### config.mk
export PLATFORM = sky130hd
export DESIGN_NAME = mac_port
export DESIGN_NICKNAME = d
export VERILOG_FILES = /design/src/inc/mac_port_pkg.sv /design/src/design/mac_port.sv /design/src/design/pin_sync.sv
export VERILOG_INCLUDE_DIRS = /design/src /design/src/inc
export SDC_FILE = /design/constraint.sdc
export NUM_CORES = 1
export LEC_CHECK = 0
export BUFFER_PORTS_ARGS = -buffer_cell sky130_fd_sc_hd__buf_2
export CAP_MARGIN = 30
export CORE_UTILIZATION = 25
export DETAILED_ROUTE_END_ITERATION = 16
export GPL_ROUTABILITY_DRIVEN = 0
export REMOVE_ABC_BUFFERS = 1
export SETUP_SLACK_MARGIN = 0.02
export SYNTH_ARGS = -nofsm -noshare
export SYNTH_HDL_FRONTEND = slang
export SYNTH_SLANG_ARGS = --single-unit
### constraint.sdc
create_clock -name aclk -period 8.48 [get_ports aclk]
set_input_delay 1.272 -clock aclk [delete_from_list [all_inputs] [get_ports aclk]]
set_output_delay 1.272 -clock aclk [all_outputs]
set_load 0.01 [all_outputs]
### src/inc/mac_port_regs.svh
// register map, field positions and timing constants of the mac port
// assumes inclusion by bare name from the main module
`ifndef MAC_PORT_REGS_SVH
`define MAC_PORT_REGS_SVH
// ----------------------------------------
// register byte offsets and response codes
// ----------------------------------------
`define CTRL_OFS     8'h00
`define DATA0_OFS    8'h04
`define DATA1_OFS    8'h08
`define STAT_OFS     8'h0c
`define RESP_OKAY    2'b00
`define RESP_DECERR  2'b11
// ----------------------------------------
// field positions
// ----------------------------------------
`define CTRL_RMII    0
`define CTRL_SPD100  1
`define CTRL_HALF    2
`define CTRL_DCE     3
`define CTRL_GO      4
`define CTRL_LEN_LSB 8
`define ST_BUSY      0
`define ST_DONE      1
`define ST_ABORT     2
`define ST_RXACT     3
`define ST_RXNEW     4
`define ST_ATT_LSB   8
`define ST_RXB_LSB   16
`define ST_RXN_LSB   24
// ----------------------------------------
// frame and timing constants
// ----------------------------------------
`define JAM_PATTERN  32'h5555_5555
`define PRE_BYTE     8'h55
`define SFD_BYTE     8'hd5
`define HDR_BYTES    4'h8
`define MAX_PAYLOAD  4'h8
`define MAX_ATTEMPTS 5'h10
`define BACKOFF_EXP  5'h0a
`define SLOT_BITS    512
`define ACLK_NS      40
`define MII10_NS     400
`define MII100_NS    40
`define HALF10       ((`MII10_NS / `ACLK_NS) / 2)
`define HALF100      (((`MII100_NS / `ACLK_NS) / 2) > 0 ? ((`MII100_NS / `ACLK_NS) / 2) : 1)
`define RMII10_DIV   10
`endif

### src/inc/mac_port_pkg.sv
// types shared by the mac port and its pin synchroniser
// assumes the register header is on the include path
package mac_port_pkg;
	// ----------------------------------------
	// pin group and states
	// ----------------------------------------
	typedef struct packed {
		logic [3:0] rxd;
		logic       rx_err;
		logic       rx_dv;
		logic       col;
		logic       crs;
		logic       rx_clk;
		logic       tx_clk;
	} pins_s;

	typedef struct packed {
		pins_s s1;
		pins_s s2;
		pins_s s3;
		pins_s q;
	} sync_st_s;

	typedef enum logic [2:0] {TX_IDLE, TX_DEFER, TX_SEND, TX_JAM, TX_BACKOFF} tx_state_e;

	typedef struct packed {
		logic        aw_held;
		logic        w_held;
		logic [7:0]  awaddr;
		logic [31:0] wdata;
		logic [3:0]  wstrb;
		logic        awready;
		logic        wready;
		logic        bvalid;
		logic [1:0]  bresp;
		logic        arready;
		logic        rvalid;
		logic [31:0] rdata;
		logic [1:0]  rresp;
		logic [31:0] ctrl;
		logic [31:0] data0;
		logic [31:0] data1;
		logic        done;
		logic        abort;
		logic        rx_new;
		tx_state_e   tx_st;
		logic [4:0]  attempts;
		logic [3:0]  idx;
		logic [31:0] sh;
		logic [5:0]  rem;
		logic [9:0]  slots;
		logic [8:0]  slot_cnt;
		logic [15:0] lfsr;
		logic [3:0]  txd;
		logic        tx_en;
		logic        tx_clk_o;
		logic [3:0]  dce_cnt;
		logic [3:0]  rtx_div;
		logic [3:0]  rrx_div;
		logic        tx_clk_q;
		logic        rx_clk_q;
		logic [7:0]  rx_sh;
		logic [3:0]  rx_cnt;
		logic        rx_act;
		logic [7:0]  rx_byte;
		logic [7:0]  rx_num;
	} mac_st_s;
endpackage : mac_port_pkg

### src/design/mac_port.sv
// mii / rmii transmit and receive port logic with an axi4-lite register slave
// assumes aclk is the system reference clock, also used as the rmii reference
//
// Decided for this implementation: the AXI4-Lite interface to the registers and the address map.
`timescale 1ns/10ps
`include "mac_port_regs.svh"
module mac_port
	import mac_port_pkg::*;
(
	input  wire logic        aclk,
	input  wire logic        aresetn,
	input  wire logic        ce,
	input  wire logic [7:0]  awaddr,
	input  wire logic        awvalid,
	output logic             awready,
	input  wire logic [31:0] wdata,
	input  wire logic [3:0]  wstrb,
	input  wire logic        wvalid,
	output logic             wready,
	output logic [1:0]       bresp,
	output logic             bvalid,
	input  wire logic        bready,
	input  wire logic [7:0]  araddr,
	input  wire logic        arvalid,
	output logic             arready,
	output logic [31:0]      rdata,
	output logic [1:0]       rresp,
	output logic             rvalid,
	input  wire logic        rready,
	input  wire logic        tx_clk_i,
	output logic             tx_clk_o,
	output logic             tx_clk_oe,
	output logic [3:0]       txd,
	output logic             tx_en,
	input  wire logic        rx_clk,
	input  wire logic [3:0]  rxd,
	input  wire logic        rx_dv,
	input  wire logic        rx_err,
	input  wire logic        crs,
	input  wire logic        col
);
	mac_st_s s_r;
	mac_st_s s_nxt;
	pins_s   pin_raw;
	pins_s   p;

	// ----------------------------------------
	// helpers
	// ----------------------------------------
	function automatic logic [31:0] merge(input logic [31:0] old, input logic [31:0] d,
			input logic [3:0] strb);
		logic [31:0] r;
		r = old;
		for (int i = 0; i < 4; i++) begin
			if (strb[i]) begin
				r[i*8 +: 8] = d[i*8 +: 8];
			end
		end
		return r;
	endfunction : merge

	function automatic logic [3:0] wrap(input logic [3:0] cnt, input logic [3:0] lim);
		return (cnt >= lim - 4'h1) ? 4'h0 : cnt + 4'h1;
	endfunction : wrap

	function automatic logic [7:0] src_byte(input logic [3:0] idx, input logic [63:0] pay);
		logic [3:0] k;
		k = idx - `HDR_BYTES;
		if (idx < `HDR_BYTES - 4'h1) begin
			return `PRE_BYTE;
		end else if (idx == `HDR_BYTES - 4'h1) begin
			return `SFD_BYTE;
		end
		return pay[{k[2:0], 3'h0} +: 8];
	endfunction : src_byte

	// ----------------------------------------
	// pin synchronisers
	// ----------------------------------------
	assign pin_raw = '{rxd: rxd, rx_err: rx_err, rx_dv: rx_dv, col: col, crs: crs,
		rx_clk: rx_clk, tx_clk: tx_clk_i};

	pin_sync u_sync (
		.aclk    (aclk),
		.aresetn (aresetn),
		.ce      (ce),
		.d       (pin_raw),
		.q       (p)
	);

	// ----------------------------------------
	// next-state logic
	// ----------------------------------------
	always_comb begin
		logic        rmii;
		logic        fast;
		logic        half;
		logic        dce;
		logic [5:0]  unit;
		logic        tx_tick;
		logic        rx_tick;
		logic        busy_line;
		logic        col_ok;
		logic        dv_ok;
		logic [3:0]  len;
		logic [3:0]  end_idx;
		logic [4:0]  expo;
		logic [9:0]  mask;
		logic [31:0] rd;
		logic [8:0]  slot_ticks;
		n_init();
		rmii      = s_r.ctrl[`CTRL_RMII];
		fast      = s_r.ctrl[`CTRL_SPD100];
		half      = s_r.ctrl[`CTRL_HALF];
		dce       = s_r.ctrl[`CTRL_DCE];
		unit      = rmii ? 6'h2 : 6'h4;
		tx_tick   = 1'b0;
		rx_tick   = 1'b0;
		len       = s_r.ctrl[`CTRL_LEN_LSB +: 4];
		end_idx   = `HDR_BYTES + ((len > `MAX_PAYLOAD) ? `MAX_PAYLOAD : len);
		expo      = (s_r.attempts > `BACKOFF_EXP) ? `BACKOFF_EXP : s_r.attempts;
		mask      = 10'((11'h1 << expo) - 11'h1);
		slot_ticks = 9'(`SLOT_BITS / (rmii ? 2 : 4));
		rd        = 32'h0;
		busy_line = half && p.crs;
		col_ok    = half && p.col;
		dv_ok     = p.rx_dv && !(!rmii && !dce && p.rx_err);

		// free-running back-off source
		s_nxt.lfsr = {s_r.lfsr[14:0], ~(s_r.lfsr[15] ^ s_r.lfsr[14] ^ s_r.lfsr[12] ^ s_r.lfsr[3])};

		s_nxt.tx_clk_q = p.tx_clk;
		if (rmii) begin
			s_nxt.rtx_div = fast ? 4'h0 : wrap(s_r.rtx_div, 4'(`RMII10_DIV));
			tx_tick = fast || (s_r.rtx_div == 4'(`RMII10_DIV - 1));
		end else if (dce) begin
			s_nxt.dce_cnt = wrap(s_r.dce_cnt, fast ? 4'(`HALF100) : 4'(`HALF10));
			if (s_nxt.dce_cnt == 4'h0) begin
				s_nxt.tx_clk_o = !s_r.tx_clk_o;
				tx_tick = !s_r.tx_clk_o;
			end
		end else begin
			tx_tick = p.tx_clk && !s_r.tx_clk_q;
		end

		s_nxt.rx_clk_q = p.rx_clk;
		if (rmii) begin
			s_nxt.rrx_div = fast ? 4'h0 : wrap(s_r.rrx_div, 4'(`RMII10_DIV));
			rx_tick = fast || (s_r.rrx_div == 4'(`RMII10_DIV - 1));
		end else begin
			rx_tick = p.rx_clk && !s_r.rx_clk_q;
		end

		// axi write: address and data taken in either order
		if (awvalid && s_r.awready) begin
			s_nxt.aw_held = 1'b1;
			s_nxt.awaddr  = awaddr;
		end
		if (wvalid && s_r.wready) begin
			s_nxt.w_held = 1'b1;
			s_nxt.wdata  = wdata;
			s_nxt.wstrb  = wstrb;
		end
		if (s_r.bvalid && bready) begin
			s_nxt.bvalid = 1'b0;
		end
		if (s_r.aw_held && s_r.w_held && !s_r.bvalid) begin
			s_nxt.aw_held = 1'b0;
			s_nxt.w_held  = 1'b0;
			s_nxt.bvalid  = 1'b1;
			s_nxt.bresp   = `RESP_OKAY;
			unique case (s_r.awaddr)
				`CTRL_OFS: s_nxt.ctrl = merge(s_r.ctrl, s_r.wdata, s_r.wstrb);
				`DATA0_OFS: s_nxt.data0 = merge(s_r.data0, s_r.wdata, s_r.wstrb);
				`DATA1_OFS: s_nxt.data1 = merge(s_r.data1, s_r.wdata, s_r.wstrb);
				`STAT_OFS: begin
					// write one to clear; later sets win
					if (s_r.wstrb[0]) begin
						s_nxt.done   = s_r.done && !s_r.wdata[`ST_DONE];
						s_nxt.abort  = s_r.abort && !s_r.wdata[`ST_ABORT];
						s_nxt.rx_new = s_r.rx_new && !s_r.wdata[`ST_RXNEW];
					end
				end
				default: s_nxt.bresp = `RESP_DECERR;
			endcase
		end
		// one write in flight: nothing new taken while the response waits
		s_nxt.awready = !s_nxt.aw_held && !s_nxt.bvalid;
		s_nxt.wready  = !s_nxt.w_held && !s_nxt.bvalid;

		// axi read
		rd[`ST_BUSY]               = s_r.tx_st != TX_IDLE;
		rd[`ST_DONE]               = s_r.done;
		rd[`ST_ABORT]              = s_r.abort;
		rd[`ST_RXACT]              = s_r.rx_act;
		rd[`ST_RXNEW]              = s_r.rx_new;
		rd[`ST_ATT_LSB +: 5]       = s_r.attempts;
		rd[`ST_RXB_LSB +: 8]       = s_r.rx_byte;
		rd[`ST_RXN_LSB +: 8]       = s_r.rx_num;
		if (s_r.rvalid && rready) begin
			s_nxt.rvalid  = 1'b0;
			s_nxt.arready = 1'b1;
		end
		if (arvalid && s_r.arready) begin
			s_nxt.arready = 1'b0;
			s_nxt.rvalid  = 1'b1;
			s_nxt.rresp   = `RESP_OKAY;
			unique case (araddr)
				`CTRL_OFS: s_nxt.rdata = s_r.ctrl;
				`DATA0_OFS: s_nxt.rdata = s_r.data0;
				`DATA1_OFS: s_nxt.rdata = s_r.data1;
				`STAT_OFS: s_nxt.rdata = rd;
				default: begin
					s_nxt.rdata = 32'h0;
					s_nxt.rresp = `RESP_DECERR;
				end
			endcase
		end
		// address taken whenever no read data waits
		s_nxt.arready = !s_nxt.rvalid;

		// transmit sequencer
		unique case (s_r.tx_st)
			TX_IDLE: begin
				if (s_r.ctrl[`CTRL_GO]) begin
					s_nxt.ctrl[`CTRL_GO] = 1'b0;
					s_nxt.attempts = 5'h0;
					s_nxt.tx_st    = TX_DEFER;
				end
			end
			TX_DEFER: begin
				if (tx_tick && !busy_line) begin
					s_nxt.tx_st    = TX_SEND;
					s_nxt.idx      = 4'h0;
					s_nxt.rem      = 6'h0;
					s_nxt.attempts = s_r.attempts + 5'h1;
				end
			end
			TX_SEND: begin
				if (tx_tick && col_ok) begin
					s_nxt.tx_st = TX_JAM;
					s_nxt.sh    = `JAM_PATTERN;
					s_nxt.rem   = 6'(32);
				end
			end
			TX_JAM: begin
				if (tx_tick && s_r.rem == 6'h0) begin
					s_nxt.tx_en = 1'b0;
					if (s_r.attempts >= `MAX_ATTEMPTS) begin
						s_nxt.abort = 1'b1;
						s_nxt.tx_st = TX_IDLE;
					end else begin
						s_nxt.slots    = s_r.lfsr[9:0] & mask;
						s_nxt.slot_cnt = 9'h0;
						s_nxt.tx_st    = TX_BACKOFF;
					end
				end
			end
			TX_BACKOFF: begin
				if (s_r.slots == 10'h0) begin
					s_nxt.tx_st = TX_DEFER;
				end else if (tx_tick) begin
					s_nxt.slot_cnt = s_r.slot_cnt + 9'h1;
					if (s_r.slot_cnt == slot_ticks - 9'h1) begin
						s_nxt.slot_cnt = 9'h0;
						s_nxt.slots    = s_r.slots - 10'h1;
					end
				end
			end
			default: s_nxt.tx_st = TX_IDLE;
		endcase

		// emit one unit per tick, lsb first
		if (tx_tick && (s_nxt.tx_st == TX_SEND || s_nxt.tx_st == TX_JAM)) begin
			if (s_nxt.tx_st == TX_SEND && s_nxt.rem == 6'h0) begin
				s_nxt.sh  = {24'h0, src_byte(s_nxt.idx, {s_r.data1, s_r.data0})};
				s_nxt.rem = 6'h8;
				s_nxt.idx = s_nxt.idx + 4'h1;
			end
			if (s_nxt.tx_st == TX_SEND && s_r.rem == 6'h0 && s_r.idx == end_idx
					&& s_r.tx_st == TX_SEND) begin
				s_nxt.tx_en = 1'b0;
				s_nxt.txd   = 4'h0;
				s_nxt.done  = 1'b1;
				s_nxt.tx_st = TX_IDLE;
			end else if (s_nxt.rem != 6'h0) begin
				s_nxt.tx_en = 1'b1;
				s_nxt.txd   = rmii ? {2'h0, s_nxt.sh[1:0]} : s_nxt.sh[3:0];
				s_nxt.sh    = s_nxt.sh >> unit;
				s_nxt.rem   = s_nxt.rem - unit;
			end
		end

		// carrier loss ends reception at once
		if (!dv_ok) begin
			s_nxt.rx_act = 1'b0;
			s_nxt.rx_cnt = 4'h0;
		end else if (rx_tick) begin
			s_nxt.rx_act = 1'b1;
			s_nxt.rx_sh  = rmii ? {p.rxd[1:0], s_r.rx_sh[7:2]} : {p.rxd, s_r.rx_sh[7:4]};
			s_nxt.rx_cnt = s_r.rx_cnt + unit[3:0];
			if (s_nxt.rx_cnt == 4'h8) begin
				s_nxt.rx_cnt  = 4'h0;
				s_nxt.rx_byte = s_nxt.rx_sh;
				s_nxt.rx_num  = s_r.rx_num + 8'h1;
				s_nxt.rx_new  = 1'b1;
			end
		end
	end

	// copy of state before edits
	function automatic void n_init();
		s_nxt = s_r;
	endfunction : n_init

	// state register
	always_ff @(posedge aclk) begin
		if (!aresetn) begin
			s_r <= '0;
		end else if (ce) begin
			s_r <= s_nxt;
		end
	end

	// ----------------------------------------
	// outputs straight from state flops; tx_clk_oe decoded from two ctrl bits
	// ----------------------------------------
	assign awready   = s_r.awready;
	assign wready    = s_r.wready;
	assign bvalid    = s_r.bvalid;
	assign bresp     = s_r.bresp;
	assign arready   = s_r.arready;
	assign rvalid    = s_r.rvalid;
	assign rdata     = s_r.rdata;
	assign rresp     = s_r.rresp;
	assign txd       = s_r.txd;
	assign tx_en     = s_r.tx_en;
	assign tx_clk_o  = s_r.tx_clk_o;
	// drive tx clock only in dce mii
	assign tx_clk_oe = s_r.ctrl[`CTRL_DCE] & ~s_r.ctrl[`CTRL_RMII];
endmodule : mac_port

### src/design/pin_sync.sv
// three-stage synchroniser for the phy pins
// assumes pins may change at any time relative to aclk
`timescale 1ns/10ps
module pin_sync
	import mac_port_pkg::*;
(
	input  wire logic  aclk,
	input  wire logic  aresetn,
	input  wire logic  ce,
	input  wire pins_s d,
	output pins_s      q
);
	sync_st_s s_r;
	sync_st_s s_nxt;
	pins_s    diff;

	// ----------------------------------------
	// filter: output follows once stage two and three agree
	// ----------------------------------------
	always_comb begin
		s_nxt    = s_r;
		diff     = s_r.s2 ^ s_r.s3;
		s_nxt.s1 = d;
		s_nxt.s2 = s_r.s1;
		s_nxt.s3 = s_r.s2;
		s_nxt.q  = (s_r.s3 & ~diff) | (s_r.q & diff);
	end

	// state register
	always_ff @(posedge aclk) begin
		if (!aresetn) begin
			s_r <= '0;
		end else if (ce) begin
			s_r <= s_nxt;
		end
	end

	assign q = s_r.q;
endmodule : pin_sync

==> out/qor.yml <==
run_status:
  status: "complete, no violations"
timing:
  worst_pin_slew_ns: 1.00
  layout_min_cycle_time_ns: 3.93
  setup_ws_ns: 4.55
  hold_viol: 0
  slew_headroom_pct: 33.1
  hold_slack_ns: 0.431
  rsz0062_at_grt: "no"
  fin_setup_tns_ns: 0
  post-route-period-util_pct: 46.3
  maxSlewViolCount: 0
  fin_skew_ns: 0.0133
  setup_viol: 0
  fmax_mhz: 255
die:
  coreArea_um2: 68500
  die_h_um: 265
  die_area_um2: 70200
  fp-row-count: 96
  start_util_pct: 25.2
  io_pins: 118
  dieWidth_um: 265
final_layout:
  seq_area_um2: 7110
  drive_gt1_share_pct: 14.3
  diodes: 0
  fin_util_pct: 28.8
  multi_input_area_um2: 9310
  nNetsFinal: 1982
  area_growth_pct: 14.0
  nFillCells: 7210
  stdcell_count: 2803
  stdcell_area_um2: 19700
logic_synthesis:
  synth_area_per_cell_um2: 9.23
  synth-edff-count: 0
  yosysSeqAreaShare_pct: 41.1
  synth_seq_cells: 355
  syn_inst: 1873
  synth-main-ff-cell: "dfxtp_1"
  ys_types: 82
  yosys-top-cells-area: "dfxtp_1 (41%), mux2i_1 (10%), nor2b_1 (7.6%)"
  async_flop_share_pct: 0
  netlist_area_um2: 17300
  ys.warnings.count: 0
  synth_top_area_share_pct: 41.1
  yosysTopAreaCell: "dfxtp_1"
pwr:
  total_power_mw: 3.56
  vdd_ir_drop_max_mv: 0.115
  sw_frac_of_total_pct: 22.4
  power.leakage_nw: 7.21
  p_sw_mw: 0.799
  pwr-share-clk_pct: 48.5
  p_comb_share_pct: 3.9
  power_density_nw_per_um2: 181
  p_int_mw: 2.76
  seqPwrFrac_pct: 47.6
critical_path:
  endpoint_kind: "flip-flop"
  cpPeakStageDelay_ns: 0.86
  worst-setup-path-type: "reg -> reg"
  critical-path-slowest-cell: "o311a_1"
  critPathCapture: "s_r[96]$_SDFFE_PN0P_"
  crit_required_ns: 8.96
  ff2ff_path_depth: 9
  path_cells: "buf_4 -> nor2_1 -> a32oi_1 -> o311a_1 -> a21oi_1 -> nand2_1 -> nor3_1 -> or3_1 -> a31oi_1"
  worstPathMaxFanout: 35
  worstSetupStartpointType: "flip-flop"
  r2r_setup_slack_ns: 4.55
  timing.rr.end: "s_r[96]$_SDFFE_PN0P_"
  arrival_ns: 4.40
  timing.rr.start: "s_r[201]$_SDFFE_PN0P_"
  critPathLaunch: "s_r[201]$_SDFFE_PN0P_"
global_routing:
  grt_use_total_pct: 13.5
  grt_pass1_wl_mm: 76.0
  grt_antenna_before_repair: 0
  grt.busiest_layer: "met2"
  met1_usage_pct: 18.0
  grt_use_met3_pct: 1.78
  overflow: 0
  grt_max_degree: 140
  grt_use_met2_pct: 22.5
  grt_pass1_vias: 13500
clock_network:
  insertion_delay_ns: 0.55
  cts_setup_buffers: 0
  clockRootBuffer: "clkbuf_16"
  cts.sinks: 355
  cts_max_path_buffers: 3
  ctsHoldBuffers: 0
  htreeDepth: 2
  cts_tree: "yes"
  cts_buffers: 40
  cts.repair.resized: 0
  path_clk_slew_ns: 0.06
routing:
  detail-route-antenna-nets: 0
  initialDrtViolationCount: 1023
  wl_mm: 48.3
  via_per_inst: 4.93
  vias: 13800
  wl_per_cell_um: 17.2
  first_pass_iters: 5
  drcViolationCount: 0
run:
  max_cap_viol_count: 0
placement:
  hpwl_mm: 33.2
  pre_cts_slack_ns: 4.08
  dp.cells: 2731
  place_area_um2: 18400
  numPortBuffers: 117
min_path:
  hold_path_class: "reg -> reg"
[area by class of cell]
type,count,share of cell area [%]
Multi-Input combinational cell,1327,47.2
Sequential cell,355,36.1
Clock buffer,63,6.24
Tap cell,882,5.60
Timing Repair Buffer,137,3.87
Inverter,30,0.571
Clock inverter,9,0.406
[power groups by stage]
stage / sequential [mW] / combinational (mW) / clock [mW]
floorplan: 1.73 / 0.0627 / 0
global placement: 1.73 / 0.141 / 0
detailed placement: 1.73 / 0.143 / 0
CTS: 1.69 / 0.143 / 1.77
global route: 1.70 / 0.154 / 1.83
finish: 1.69 / 0.141 / 1.73
[kinds of logic (layout without fill, tap and decap cells)]
| kind of cell | Yosys count | count (layout) | synth area share, % |
|---|---|---|---|
| adder cells (fa/ha/maj) | 21 | 21 | 1.61 |
| buffers and inverters | 191 | 239 | 5.15 |
| multiplexers | 218 | 218 | 14.9 |
| flip-flops | 355 | 355 | 41.1 |
| XOR/XNOR | 18 | 18 | 0.912 |
| AND/OR/NAND/NOR | 658 | 658 | 20.0 |
| AO/OA/AOI/OAI | 412 | 412 | 16.3 |
[sequential cells by signal, indices dropped and copies added (netlist names), 4 cells and up]
signal and count:
rdata 32, s_nxt 15, s_r 255, txd 4, u_sync.q 10, u_sync.s_nxt 20
u_sync.s_r 10
[Yosys cell counts (4+ instances only)]
library cell,count
dfxtp_1,355
nor2b_1,209
nand2_1,208
mux2i_1,172
o21ai_0,99
clkbuf_1,96
a21boi_0,75
a21oi_1,62
nor2_1,58
nand3_1,50
a22oi_1,48
buf_4,40
and2_1,30
mux4_2,30
inv_1,28
ha_1,19
a31oi_1,17
nor3_1,17
o211a_1,17
buf_1,16
mux2_2,16
nand4_1,12
xnor2_1,11
a211oi_1,10
and3_1,10
nand2b_1,10
a21o_1,9
nand3b_1,8
nor3b_1,8
o21a_1,8
or3_1,8
buf_2,7
xor2_1,7
a221oi_1,6
or4_1,6
nor3_2,5
o31ai_1,5
a211o_1,4
a311oi_1,4
a32oi_1,4
o211ai_1,4
[critical path, delay by kind of cell, from the launching register on]
| kind | cells | cell delay [ns] |
|---|---|---|
| buffers and inverters | 1 | 0.49 |
| flip-flops | 1 | 0.60 |
| AND/OR/NAND/NOR | 4 | 1.23 |
| AO/OA/AOI/OAI | 4 | 1.49 |
[routing by layer]
layer / vias up / share of wire [%] / wire (um)
li1: 6627 / - / -
met2: 369 / 47 / 22600
met4: 0 / 2.3 / 1100
met3: 64 / 4.7 / 2280
met5: - / 0 / 0
met1: 6746 / 46 / 22300
[layout by cell type, fill, tap and decap left out, types with 19 or more instances in the layout]
cell type / count
dfxtp_1: 354
a21boi_0: 75
clkbuf_16: 41
a21oi_1: 62
a22oi_1: 48
mux4_2: 30
nand3_1: 49
ha_1: 19
inv_1: 28
nor2b_1: 209
o21ai_0: 99
mux2i_1: 172
buf_2: 115
nor2_1: 58
and2_1: 30
nand2_1: 208
[worst min-delay path by stage]
stage	startpoint	endpoint	slack, ns	cells after the start
finish	s_r[84]$_SDFFE_PN0P_	s_r[84]$_SDFFE_PN0P_	0.43	2
global route	s_r[84]$_SDFFE_PN0P_	s_r[84]$_SDFFE_PN0P_	0.45	2
CTS	s_r[84]$_SDFFE_PN0P_	s_r[84]$_SDFFE_PN0P_	0.43	2
detailed placement	s_r[84]$_SDFFE_PN0P_	s_r[84]$_SDFFE_PN0P_	0.42	2
global placement	s_r[84]$_SDFFE_PN0P_	s_r[84]$_SDFFE_PN0P_	0.42	2
floorplan	s_r[84]$_SDFFE_PN0P_	s_r[84]$_SDFFE_PN0P_	0.41	2
(Power assumes the default switching activity.)
